$ cat src/fesc_map.svh
// register map, command codes and timing figures of the erase/suspend sequencer
// assumes inclusion by bare name from the package and the design modules
`ifndef FESC_MAP_SVH
`define FESC_MAP_SVH
// ----------------------------------------------------------------
// register offsets (byte addresses, one aligned word each)
// ----------------------------------------------------------------
`define FESC_OFF_CTRL 4'h0
`define FESC_OFF_SECTOR 4'h4
`define FESC_OFF_RADDR 4'h8
`define FESC_OFF_STATUS 4'hC
// ----------------------------------------------------------------
// control register job codes (bits 2:0)
// ----------------------------------------------------------------
`define FESC_JOB_CHIP 3'h1
`define FESC_JOB_SECT 3'h2
`define FESC_JOB_ADD 3'h3
`define FESC_JOB_SUSP 3'h4
`define FESC_JOB_RESUME 3'h5
`define FESC_JOB_READ 3'h6
`define FESC_JOB_POLL 3'h7
`define FESC_JOB_HWRST 3'h0
// ----------------------------------------------------------------
// flash command words (word mode)
// ----------------------------------------------------------------
`define FESC_ADR_UNLK1 22'h000555
`define FESC_ADR_UNLK2 22'h0002AA
`define FESC_DAT_UNLK1 16'h00AA
`define FESC_DAT_UNLK2 16'h0055
`define FESC_DAT_SETUP 16'h0080
`define FESC_DAT_CHIP 16'h0010
`define FESC_DAT_SECT 16'h0030
`define FESC_DAT_RESUME 16'h0030
`define FESC_DAT_SUSP 16'h00B0
`define FESC_SECT_LSB 15
`define FESC_SEQ_LAST 3'h5
// ----------------------------------------------------------------
// status bit positions in the low data byte
// ----------------------------------------------------------------
`define FESC_BIT_TOGGLE 6
`define FESC_BIT_ETOGGLE 2
`define FESC_BIT_TIMER 3
// ----------------------------------------------------------------
// timing (clock in MHz, times in their own units)
// ----------------------------------------------------------------
`define FESC_CLK_MHZ 125
`define FESC_WIN_US 50
`define FESC_SUSP_US 20
`define FESC_RST_NS 500
`define FESC_SETUP_CYC 8'h02
`define FESC_STROBE_CYC 8'h06
`define FESC_READ_CYC 8'h0C
`define FESC_HOLD_CYC 8'h02
// cycles from a rising write strobe until the sequencer sees the cycle done
`define FESC_WIN_LAG 32'h00000003
// cycles from taking an add job until its own strobe rises, plus one
`define FESC_WIN_LEAD 32'h0000000B
`endif

$ cat src/fesc_pkg.sv
// types shared by the erase/suspend sequencer modules
// assumes the map header sits beside it
`include "fesc_map.svh"
package fesc_pkg;
  // host's view of what the flash is doing
  typedef enum logic [2:0] {
    FESC_M_READ,
    FESC_M_CHIP,
    FESC_M_WIN,
    FESC_M_SERASE,
    FESC_M_SUSP
  } fesc_mode_t;
  // flash bus cycle engine states
  typedef enum logic [2:0] {
    FESC_BC_IDLE,
    FESC_BC_SETUP,
    FESC_BC_STROBE,
    FESC_BC_HOLD,
    FESC_BC_RESET
  } fesc_bc_t;
  // job sequencer states
  typedef enum logic [2:0] {
    FESC_SQ_IDLE,
    FESC_SQ_ISSUE,
    FESC_SQ_WAIT,
    FESC_SQ_SETTLE
  } fesc_sq_t;
endpackage

$ cat src/fesc_bus_cycle.sv
// one asynchronous flash bus cycle (write, read) or a hardware reset pulse
// assumes the flash data pins are resolved outside from dq_out and dq_oe
`timescale 1ns/100ps
`include "fesc_map.svh"
module fesc_bus_cycle
  import fesc_pkg::*;
#(
  parameter int RST_CYC = 63
) (
  // clock and reset
  input wire logic core_clk,
  input wire logic sys_rst,
  // request side
  input wire logic start,
  input wire logic wr,
  input wire logic hw_rst,
  input wire logic [21:0] addr,
  input wire logic [15:0] wdata,
  output logic done,
  output logic [15:0] rdata,
  // flash pins
  output logic [21:0] flash_addr,
  output logic [15:0] flash_dq_out,
  output logic flash_dq_oe,
  input wire logic [15:0] flash_dq_in,
  output logic flash_ce_n,
  output logic flash_we_n,
  output logic flash_oe_n,
  output logic flash_reset_n
);
  fesc_bc_t state; // cycle phase
  logic [7:0] cnt; // cycles left in phase
  logic is_wr; // latched direction

  // ----------------------------------------------------------------
  // phase sequencing and pin drive
  // ----------------------------------------------------------------
  always_ff @(posedge core_clk) begin
    if (sys_rst) begin
      state <= FESC_BC_IDLE;
      cnt <= 8'h00;
      is_wr <= 1'b0;
      done <= 1'b0;
      rdata <= 16'h0000;
      flash_addr <= 22'h000000;
      flash_dq_out <= 16'h0000;
      flash_dq_oe <= 1'b0;
      flash_ce_n <= 1'b1;
      flash_we_n <= 1'b1;
      flash_oe_n <= 1'b1;
      flash_reset_n <= 1'b1;
    end else begin
      done <= 1'b0;
      unique case (state)
        FESC_BC_IDLE: begin
          if (hw_rst) begin
            // reset pin low: ends any erase at once
            flash_reset_n <= 1'b0;
            cnt <= RST_CYC[7:0];
            state <= FESC_BC_RESET;
          end else if (start) begin
            // address and ce first, strobe after setup
            is_wr <= wr;
            flash_addr <= addr;
            flash_dq_out <= wdata;
            flash_dq_oe <= wr;
            flash_ce_n <= 1'b0;
            cnt <= `FESC_SETUP_CYC;
            state <= FESC_BC_SETUP;
          end
        end
        FESC_BC_SETUP: begin
          if (cnt == 8'h01) begin
            flash_we_n <= ~is_wr;
            flash_oe_n <= is_wr;
            cnt <= is_wr ? `FESC_STROBE_CYC : `FESC_READ_CYC;
            state <= FESC_BC_STROBE;
          end else begin
            cnt <= cnt - 8'h01;
          end
        end
        FESC_BC_STROBE: begin
          if (cnt == 8'h01) begin
            // rising we edge latches data; read samples before oe rises
            if (!is_wr) begin
              rdata <= flash_dq_in;
            end
            flash_we_n <= 1'b1;
            flash_oe_n <= 1'b1;
            cnt <= `FESC_HOLD_CYC;
            state <= FESC_BC_HOLD;
          end else begin
            cnt <= cnt - 8'h01;
          end
        end
        FESC_BC_HOLD: begin
          if (cnt == 8'h01) begin
            flash_ce_n <= 1'b1;
            flash_dq_oe <= 1'b0;
            done <= 1'b1;
            state <= FESC_BC_IDLE;
          end else begin
            cnt <= cnt - 8'h01;
          end
        end
        FESC_BC_RESET: begin
          if (cnt == 8'h01) begin
            flash_reset_n <= 1'b1;
            done <= 1'b1;
            state <= FESC_BC_IDLE;
          end else begin
            cnt <= cnt - 8'h01;
          end
        end
      endcase
    end
  end
endmodule

$ cat src/fesc_top.sv
// host-side erase/suspend sequencer for a parallel nor flash, word mode
// assumes an axi4-lite master and a flash wired to the flash_* pins
// Summary of operation
// - resume any address; repeats ignored by flash
// - chip erase: six writes in fixed order
// - sector erase: six writes, last at sector
// - host spaces added sectors under 50 us
// - erase resume; repeats ignored; resuspend later
// - unlock cycles decode only low address bits
// - sector chosen by address bits 21..15
//
// Local design decisions: the AXI4-Lite interface to the registers and the register offsets.
`timescale 1ns/100ps
`include "fesc_map.svh"
module fesc_top
  import fesc_pkg::*;
#(
  parameter int WIN_CYC = `FESC_WIN_US * `FESC_CLK_MHZ, // longest gap, rounded down
  parameter int SUSP_CYC = `FESC_SUSP_US * `FESC_CLK_MHZ, // least settle, rounded up
  parameter int RST_CYC = (`FESC_RST_NS * `FESC_CLK_MHZ + 999) / 1000
) (
  // clock and reset
  input wire logic core_clk,
  input wire logic sys_rst,
  // axi4-lite write channels
  input wire logic [3:0] s_axi_awaddr,
  input wire logic s_axi_awvalid,
  output logic s_axi_awready,
  input wire logic [31:0] s_axi_wdata,
  input wire logic [3:0] s_axi_wstrb,
  input wire logic s_axi_wvalid,
  output logic s_axi_wready,
  output logic [1:0] s_axi_bresp,
  output logic s_axi_bvalid,
  input wire logic s_axi_bready,
  // axi4-lite read channels
  input wire logic [3:0] s_axi_araddr,
  input wire logic s_axi_arvalid,
  output logic s_axi_arready,
  output logic [31:0] s_axi_rdata,
  output logic [1:0] s_axi_rresp,
  output logic s_axi_rvalid,
  input wire logic s_axi_rready,
  // flash pins
  output logic [21:0] flash_addr,
  output logic [15:0] flash_dq_out,
  output logic flash_dq_oe,
  input wire logic [15:0] flash_dq_in,
  output logic flash_ce_n,
  output logic flash_we_n,
  output logic flash_oe_n,
  output logic flash_reset_n
);
  // ----------------------------------------------------------------
  // declarations
  // ----------------------------------------------------------------
  logic aw_held; // write address taken
  logic w_held; // write data taken
  logic [3:0] aw_addr; // held write address
  logic [31:0] w_data; // held write data
  logic [3:0] w_strb; // held byte enables
  logic [6:0] sector; // sector select, address bits 21..15
  logic [21:0] raddr; // address used by read and poll jobs
  logic [15:0] last_read; // last word read from the flash
  logic poll_toggling; // toggle bit moved between the two poll reads
  logic poll_etoggling; // erase toggle bit moved between them
  fesc_mode_t mode; // host's model of the flash
  fesc_sq_t sq; // job sequencer state
  logic [2:0] job; // job under way
  logic [2:0] step; // write index in a six-write sequence
  logic [15:0] first_read; // first poll read
  logic [31:0] win_cnt; // cycles since last sector erase strobe
  logic [31:0] settle_cnt; // suspend settle counter
  logic bc_start; // start one bus cycle
  logic bc_wr; // that cycle is a write
  logic bc_rst; // start a reset pulse
  logic [21:0] bc_addr; // cycle address
  logic [15:0] bc_data; // cycle data
  logic bc_done; // cycle finished
  logic [15:0] bc_rdata; // read data
  logic wr_fire; // both write halves present
  logic job_ok; // job legal in current mode
  logic win_open; // acceptance window still running

  assign wr_fire = aw_held && w_held && !s_axi_bvalid;
  // an add must raise its strobe before the flash closes the window
  assign win_open = (mode == FESC_M_WIN) && (win_cnt + `FESC_WIN_LEAD < WIN_CYC);

  // ----------------------------------------------------------------
  // job legality against the flash's mode
  // ----------------------------------------------------------------
  always_comb begin
    job_ok = 1'b0;
    if (sq == FESC_SQ_IDLE) begin
      unique case (w_data[2:0])
        // chip erase takes only a reset, read or poll; suspend only in sector erase
        `FESC_JOB_HWRST: job_ok = 1'b1;
        `FESC_JOB_CHIP, `FESC_JOB_SECT: job_ok = (mode == FESC_M_READ);
        `FESC_JOB_ADD: job_ok = win_open;
        `FESC_JOB_SUSP: job_ok = (mode == FESC_M_WIN) || (mode == FESC_M_SERASE);
        `FESC_JOB_RESUME: job_ok = (mode == FESC_M_SUSP);
        `FESC_JOB_READ, `FESC_JOB_POLL: job_ok = 1'b1;
      endcase
    end
  end

  // ----------------------------------------------------------------
  // word of each write cycle
  // ----------------------------------------------------------------
  always_comb begin
    bc_addr = raddr;
    bc_data = 16'h0000;
    bc_wr = 1'b0;
    unique case (job)
      `FESC_JOB_CHIP, `FESC_JOB_SECT: begin
        bc_wr = 1'b1;
        // unlock, setup, unlock, then the erase word
        unique case (step)
          3'h0, 3'h3: begin
            bc_addr = `FESC_ADR_UNLK1;
            bc_data = `FESC_DAT_UNLK1;
          end
          3'h1, 3'h4: begin
            bc_addr = `FESC_ADR_UNLK2;
            bc_data = `FESC_DAT_UNLK2;
          end
          3'h2: begin
            bc_addr = `FESC_ADR_UNLK1;
            bc_data = `FESC_DAT_SETUP;
          end
          default: begin
            bc_addr = (job == `FESC_JOB_CHIP) ? `FESC_ADR_UNLK1 : {sector, 15'h0000};
            bc_data = (job == `FESC_JOB_CHIP) ? `FESC_DAT_CHIP : `FESC_DAT_SECT;
          end
        endcase
      end
      `FESC_JOB_ADD: begin
        bc_wr = 1'b1;
        bc_addr = {sector, 15'h0000};
        bc_data = `FESC_DAT_SECT;
      end
      `FESC_JOB_SUSP: begin
        bc_wr = 1'b1;
        bc_data = `FESC_DAT_SUSP;
      end
      `FESC_JOB_RESUME: begin
        bc_wr = 1'b1;
        bc_data = `FESC_DAT_RESUME;
      end
      default: bc_wr = 1'b0;
    endcase
  end

  // ----------------------------------------------------------------
  // job sequencer and flash mode tracking
  // ----------------------------------------------------------------
  always_ff @(posedge core_clk) begin
    if (sys_rst) begin
      sq <= FESC_SQ_IDLE;
      job <= `FESC_JOB_READ;
      step <= 3'h0;
      mode <= FESC_M_READ;
      bc_start <= 1'b0;
      bc_rst <= 1'b0;
      first_read <= 16'h0000;
      last_read <= 16'h0000;
      poll_toggling <= 1'b0;
      poll_etoggling <= 1'b0;
      win_cnt <= 32'h00000000;
      settle_cnt <= 32'h00000000;
    end else begin
      bc_start <= 1'b0;
      bc_rst <= 1'b0;
      // window ages while open; flash starts erasing when it runs out
      if (mode == FESC_M_WIN) begin
        if (win_cnt >= WIN_CYC) begin
          mode <= FESC_M_SERASE;
        end else begin
          win_cnt <= win_cnt + 32'h00000001;
        end
      end
      unique case (sq)
        FESC_SQ_IDLE: begin
          if (wr_fire && aw_addr == `FESC_OFF_CTRL && w_strb[0] && job_ok) begin
            job <= w_data[2:0];
            step <= 3'h0;
            sq <= FESC_SQ_ISSUE;
          end
        end
        FESC_SQ_ISSUE: begin
          bc_start <= (job != `FESC_JOB_HWRST);
          bc_rst <= (job == `FESC_JOB_HWRST);
          sq <= FESC_SQ_WAIT;
        end
        FESC_SQ_WAIT: begin
          if (bc_done) begin
            sq <= FESC_SQ_IDLE;
            unique case (job)
              `FESC_JOB_HWRST: mode <= FESC_M_READ;
              `FESC_JOB_CHIP, `FESC_JOB_SECT: begin
                if (step != `FESC_SEQ_LAST) begin
                  step <= step + 3'h1;
                  sq <= FESC_SQ_ISSUE;
                end else if (job == `FESC_JOB_CHIP) begin
                  mode <= FESC_M_CHIP;
                end else begin
                  // window counts from the rising strobe of the last write
                  mode <= FESC_M_WIN;
                  win_cnt <= `FESC_WIN_LAG;
                end
              end
              `FESC_JOB_ADD: win_cnt <= `FESC_WIN_LAG;
              `FESC_JOB_SUSP: begin
                // in the window the flash suspends at once
                if (mode == FESC_M_WIN) begin
                  mode <= FESC_M_SUSP;
                end else begin
                  settle_cnt <= 32'h00000000;
                  sq <= FESC_SQ_SETTLE;
                end
              end
              `FESC_JOB_RESUME: mode <= FESC_M_SERASE;
              `FESC_JOB_READ: last_read <= bc_rdata;
              default: begin
                // two reads: a steady toggle bit means the erase has finished
                if (step == 3'h0) begin
                  first_read <= bc_rdata;
                  step <= 3'h1;
                  sq <= FESC_SQ_ISSUE;
                end else begin
                  last_read <= bc_rdata;
                  poll_toggling <= first_read[`FESC_BIT_TOGGLE] ^ bc_rdata[`FESC_BIT_TOGGLE];
                  poll_etoggling <= first_read[`FESC_BIT_ETOGGLE] ^ bc_rdata[`FESC_BIT_ETOGGLE];
                  if ((mode == FESC_M_CHIP || mode == FESC_M_SERASE)
                      && first_read[`FESC_BIT_TOGGLE] == bc_rdata[`FESC_BIT_TOGGLE]) begin
                    mode <= FESC_M_READ;
                  end
                end
              end
            endcase
          end
        end
        FESC_SQ_SETTLE: begin
          // flash may take up to the full suspend time to halt
          if (settle_cnt >= SUSP_CYC - 1) begin
            mode <= FESC_M_SUSP;
            sq <= FESC_SQ_IDLE;
          end else begin
            settle_cnt <= settle_cnt + 32'h00000001;
          end
        end
      endcase
    end
  end

  // ----------------------------------------------------------------
  // axi4-lite write path: address and data in either order
  // ----------------------------------------------------------------
  always_ff @(posedge core_clk) begin
    if (sys_rst) begin
      aw_held <= 1'b0;
      w_held <= 1'b0;
      aw_addr <= 4'h0;
      w_data <= 32'h00000000;
      w_strb <= 4'h0;
      s_axi_awready <= 1'b0;
      s_axi_wready <= 1'b0;
      s_axi_bvalid <= 1'b0;
      s_axi_bresp <= 2'h0;
      sector <= 7'h00;
      raddr <= 22'h000000;
    end else begin
      s_axi_awready <= !aw_held && !(s_axi_awvalid && s_axi_awready);
      s_axi_wready <= !w_held && !(s_axi_wvalid && s_axi_wready);
      if (s_axi_awvalid && s_axi_awready) begin
        aw_held <= 1'b1;
        aw_addr <= s_axi_awaddr;
      end
      if (s_axi_wvalid && s_axi_wready) begin
        w_held <= 1'b1;
        w_data <= s_axi_wdata;
        w_strb <= s_axi_wstrb;
      end
      if (wr_fire) begin
        aw_held <= 1'b0;
        w_held <= 1'b0;
        s_axi_bvalid <= 1'b1;
        s_axi_bresp <= 2'h0;
        unique case (aw_addr)
          // a job the flash cannot take now is refused with slverr
          `FESC_OFF_CTRL: s_axi_bresp <= job_ok ? 2'h0 : 2'h2;
          `FESC_OFF_SECTOR: begin
            if (w_strb[0]) sector <= w_data[6:0];
          end
          `FESC_OFF_RADDR: begin
            if (w_strb[0]) raddr[7:0] <= w_data[7:0];
            if (w_strb[1]) raddr[15:8] <= w_data[15:8];
            if (w_strb[2]) raddr[21:16] <= w_data[21:16];
          end
          `FESC_OFF_STATUS: s_axi_bresp <= 2'h0;
          default: s_axi_bresp <= 2'h2;
        endcase
      end else if (s_axi_bvalid && s_axi_bready) begin
        s_axi_bvalid <= 1'b0;
      end
    end
  end

  // ----------------------------------------------------------------
  // axi4-lite read path
  // ----------------------------------------------------------------
  always_ff @(posedge core_clk) begin
    if (sys_rst) begin
      s_axi_arready <= 1'b0;
      s_axi_rvalid <= 1'b0;
      s_axi_rdata <= 32'h00000000;
      s_axi_rresp <= 2'h0;
    end else begin
      s_axi_arready <= !s_axi_rvalid && !(s_axi_arvalid && s_axi_arready);
      if (s_axi_arvalid && s_axi_arready) begin
        s_axi_rvalid <= 1'b1;
        s_axi_rresp <= 2'h0;
        unique case (s_axi_araddr)
          `FESC_OFF_CTRL: s_axi_rdata <= {29'h00000000, job};
          `FESC_OFF_SECTOR: s_axi_rdata <= {25'h0000000, sector};
          `FESC_OFF_RADDR: s_axi_rdata <= {10'h000, raddr};
          `FESC_OFF_STATUS: s_axi_rdata <= {last_read, 7'h00, win_open, poll_etoggling,
                                            poll_toggling, 1'b0, mode, 1'b0,
                                            sq != FESC_SQ_IDLE};
          default: begin
            s_axi_rdata <= 32'h00000000;
            s_axi_rresp <= 2'h2;
          end
        endcase
      end else if (s_axi_rvalid && s_axi_rready) begin
        s_axi_rvalid <= 1'b0;
      end
    end
  end

  // ----------------------------------------------------------------
  // flash bus cycle engine
  // ----------------------------------------------------------------
  fesc_bus_cycle #(
    .RST_CYC(RST_CYC)
  ) u_cycle (
    .core_clk(core_clk),
    .sys_rst(sys_rst),
    .start(bc_start),
    .wr(bc_wr),
    .hw_rst(bc_rst),
    .addr(bc_addr),
    .wdata(bc_data),
    .done(bc_done),
    .rdata(bc_rdata),
    .flash_addr(flash_addr),
    .flash_dq_out(flash_dq_out),
    .flash_dq_oe(flash_dq_oe),
    .flash_dq_in(flash_dq_in),
    .flash_ce_n(flash_ce_n),
    .flash_we_n(flash_we_n),
    .flash_oe_n(flash_oe_n),
    .flash_reset_n(flash_reset_n)
  );
endmodule
$ cat config.mk
export PLATFORM = sky130hd
export DESIGN_NAME = fesc_top
export DESIGN_NICKNAME = d
export VERILOG_FILES = /design/src/fesc_pkg.sv /design/src/fesc_bus_cycle.sv /design/src/fesc_top.sv
export VERILOG_INCLUDE_DIRS = /design/src /design/src/src
export SDC_FILE = /design/constraint.sdc
export NUM_CORES = 1
export LEC_CHECK = 0
export CAP_MARGIN = 15
export CORE_ASPECT_RATIO = 0.75
export CORE_MARGIN = 4
export CORE_UTILIZATION = 55
export DETAILED_ROUTE_END_ITERATION = 8
export DONT_BUFFER_PORTS = 1
export PLACE_DENSITY = 0.66
export SLEW_MARGIN = 20
export SYNTH_ARGS = -nofsm -noshare
export SYNTH_HDL_FRONTEND = slang
export SYNTH_SLANG_ARGS = --single-unit
$ cat constraint.sdc
create_clock -name core_clk -period 9 [get_ports core_clk]
set_input_delay 1.8 -clock core_clk [delete_from_list [all_inputs] [get_ports core_clk]]
set_output_delay 1.8 -clock core_clk [all_outputs]
set_load 0.01 [all_outputs]
==> results.py <==
metrics = {
    "pwr": {
        "clock_power_share_pct": 48.6,
        "leakage_nw": 4.37,
        "intPower_mw": 1.84,
        "power-per-cell-area_nw_per_um2": 187,
        "vdd_ir_drop_max_uv": 130,
        "share_seq_of_total_power_pct": 49.8,
        "power_frac_comb_pct": 1.6,
        "switching_share_pct": 21.1,
        "power_switching_uw": 492,
    },
    "setup_path": {
        "worstPathMaxFanout": 9,
        "sum_of_buffers_and_inverters_on_the_critical_path": 1,
        "crit_arrival_ns": 3.78,
        "setup.worst_path.end_class": "flip-flop",
        "critical_path.cell_chain": "inv_1 -> ha_1 -> nand2b_1 -> a21oi_1 -> nand3_1 -> nor4_1 -> o2111ai_1 -> nor4b_4 -> nor2_1 -> a221oi_2",
        "critical_path.top_delay_family": "simple AND/OR/NAND/NOR gates",
        "worstPathRequired_ns": 9.43,
        "critPathMaxStageDelay_ns": 0.51,
        "slowest_stage": "sky130_fd_sc_hd__dfxtp_1",
        "criticalPathCategory": "flip-flop to flip-flop",
        "timing.critical_path.from_type": "flip-flop",
    },
    "route": {
        "routed_wl_um": 28600,
        "drt-pass1-iter-count": 5,
        "route.antenna.remaining_nets": 0,
        "routedWlPerCell_um": 17.1,
        "initialDrtViolationCount": 847,
        "route.vias.total": 9591,
        "number_of_remaining_drc_errors": 0,
        "via_per_inst": 5.75,
    },
    "final_layout": {
        "area_growth_syn_to_layout_pct": 7.36,
        "antennaDiodeCount": 0,
        "layout.cell_area.non_filler_um2": 12500,
        "nNetsFinal": 1446,
        "total_of_fill_cells_in_the_finished_design": 1870,
        "drive_above_1_share_pct": 6.20,
        "layout.core_utilization_pct": 60.8,
    },
    "clock_network": {
        "cts.path.max_buffers": 3,
        "post_cts_gate_resize_count": 0,
        "post_cts_buffers": 0,
        "clkTransAtPathRegs_ns": 0.07,
        "htree_num_levels": 1,
        "tritoncts_clock_tree": "yes",
        "cts_buffers": 26,
        "holdBufCountCts": 0,
        "insertion_delay_ns": 0.53,
        "cts_root_buffer": "sky130_fd_sc_hd__clkbuf_16",
        "clkSinkCount": 257,
    },
    "logic_synthesis": {
        "synthFlopType": "sky130_fd_sc_hd__dfxtp_1",
        "netlist.area_leader.share_pct": 44.3,
        "synthDominantAreaCellType": "sky130_fd_sc_hd__dfxtp_1",
        "yosysSeqAreaShare_pct": 44.3,
        "synth-seq-cells": 257,
        "ys_async_sr_fraction_pct": 0,
        "synth_area_um2": 11600,
        "synthesis.yosys.warnings": 0,
        "synth_most_common_cell": "sky130_fd_sc_hd__dfxtp_1",
        "synth_enable_flop_cells": 0,
        "synth.top_cells.by_count": "sky130_fd_sc_hd__dfxtp_1 (257), sky130_fd_sc_hd__nand2_1 (197), sky130_fd_sc_hd__nor2_1 (189)",
        "synth.area.top_cells": "sky130_fd_sc_hd__dfxtp_1 (44%), sky130_fd_sc_hd__a21oi_1 (6.7%), sky130_fd_sc_hd__nand2_1 (6.4%)",
        "syn-mean-instance-area_um2": 8.09,
        "netlist-cell-type-count": 89,
        "synthesis.instances": 1435,
    },
    "floorplanning": {
        "starting_utilization_of_the_core_area_pct": 56.6,
        "die-height_um": 134,
        "cell_rows": 45,
        "total_die_area_um2": 23500,
        "core_area_um2": 20500,
        "die_width_um": 176,
        "boundaryPins": 151,
    },
    "job": {
        "drv.max_cap_violation_count": 0,
    },
    "status": {
        "run_status": "finished, final reports clean",
    },
    "placement": {
        "post-dp-hpwl_um": 19600,
        "port_buffer_count": 0,
        "dpl_cell_area_um2": 11500,
        "place.gp.congestion": 0.906,
        "dpl_ws_ns": 5.30,
    },
    "global_routing": {
        "antenna_found_initial": 0,
        "grt.overflow.total": 0,
        "largest_net_degree_at_the_start_of_global_routing": 204,
        "grt_pass1_vias": 8600,
        "global_route_wire_length_before_repair_um": 46400,
        "grt_use_total_pct": 23.5,
    },
    "timing": {
        "report.final.hold_viol_count": 0,
        "tightestPinTransition_ns": 0.954,
        "hold-worst-slack_ns": 0.451,
        "clock_skew_ns": 0.00971,
        "max_freq_ghz": 0.299,
        "min_period_ns": 3.35,
        "totalNegativeSetupSlack_ns": 0,
        "layout_worst_path_cycle_share_pct": 37.2,
        "setup_viol": 0,
        "slew_headroom_pct": 36.2,
        "rsz0062_at_grt": "false",
        "slew_violations": 0,
        "fin_ws_ns": 5.65,
    },
    "worst_hold_path": {
        "hp-class": "flip-flop to flip-flop",
    },
}
-- worst register-to-register path, delay by kind of cell (launching register included) --
family / cells / cell delay [ns]
adder cells (fa/ha/maj): 1 / 0.26
AND/OR/NAND/NOR: 5 / 1.36
flip-flops: 1 / 0.51
AO/OA/AOI/OAI: 3 / 0.97
buffers and inverters: 1 / 0.14
-- registers in the layout, indices dropped and copies added, names as in the netlist, 4 cells and up --
register,flops
s_axi_rdata,32
settle_cnt,32
win_cnt,32
raddr,22
u_cycle.flash_addr,22
w_data,22
last_read,16
u_cycle.rdata,16
u_cycle.cnt,8
sector,7
u_cycle.flash_dq_out,5
aw_addr,4
-- layer usage --
layer  routed length, µm  vias to the layer above  track usage, %  share of wire [%]
li1                    -                     4841               -                  -
met1               14300                     4429            37.0                 50
met2               11700                      282            33.1                 41
met3                2200                       39            5.02                7.7
met4                 418                        0            4.59                1.5
met5                   0                        -               0                  0
-- kinds of logic (layout without fill, tap and decap cells) --
group	after synthesis	count (layout)	share of synthesized area [%]
mux	45	45	4.05
xor+xnor	24	24	1.81
flops	257	257	44.3
other cells	1	10	0.0323
fa+ha+maj	13	13	1.44
buf+inv	129	72	4.83
compound gates	309	309	16.6
simple gates	657	657	26.9
-- worst paths after layout --
kind                                 startpoint  slack (ns)  cells past startpoint                   endpoint
setup / recovery          win_cnt[0]$_SDFF_PP0_        5.65                     10         sq[0]$_SDFFE_PP0P_
hold / removal    u_cycle.rdata[1]$_SDFFE_PP0P_        0.45                      2  last_read[1]$_SDFFE_PP0P_
setup reg to reg          win_cnt[0]$_SDFF_PP0_        5.65                     10         sq[0]$_SDFFE_PP0P_
hold reg to reg   u_cycle.rdata[1]$_SDFFE_PP0P_        0.45                      2  last_read[1]$_SDFFE_PP0P_
-- through the flow --
step                      std cells  power, mW
final                          1669       2.33
after global routing           1669       2.40
after CTS                      1669       2.35
after detailed placement       1621       1.22
after global placement         1621       1.22
after floorplan                1444       1.23
-- final cells by class --
cell class	count	area, µm²	area share [%]
flip-flops and latches	257	5140	41.3
inverters	21	78.8	0.633
well taps	282	353	2.83
repair buffers	3	22.5	0.181
clock inverters	12	148	1.18
clock buffers	36	759	6.10
multi-input cells	1058	5950	47.8
-- layout by cell type (no fill, tap or decap), types with 19 or more instances in the layout --
cell type and count:
sky130_fd_sc_hd__a21oi_1 156, sky130_fd_sc_hd__dfxtp_1 257, sky130_fd_sc_hd__nand3_1 84, sky130_fd_sc_hd__mux2i_1 38, sky130_fd_sc_hd__inv_1 21, sky130_fd_sc_hd__clkbuf_16 27
sky130_fd_sc_hd__nor2_1 189, sky130_fd_sc_hd__and2_1 29, sky130_fd_sc_hd__nor3_1 36, sky130_fd_sc_hd__o21ai_0 33, sky130_fd_sc_hd__a22oi_1 19, sky130_fd_sc_hd__nand2_1 196
-- power groups by stage --
stage               Combinational, mW  Sequential (mW)  Clock, mW
finish                         0.0378             1.16       1.13
global route                   0.0429             1.16       1.20
CTS                            0.0377             1.16       1.15
detailed placement             0.0376             1.18          0
global placement               0.0370             1.18          0
floorplan                      0.0491             1.18          0
No activity file was read; power rests on OpenSTA's default activity.
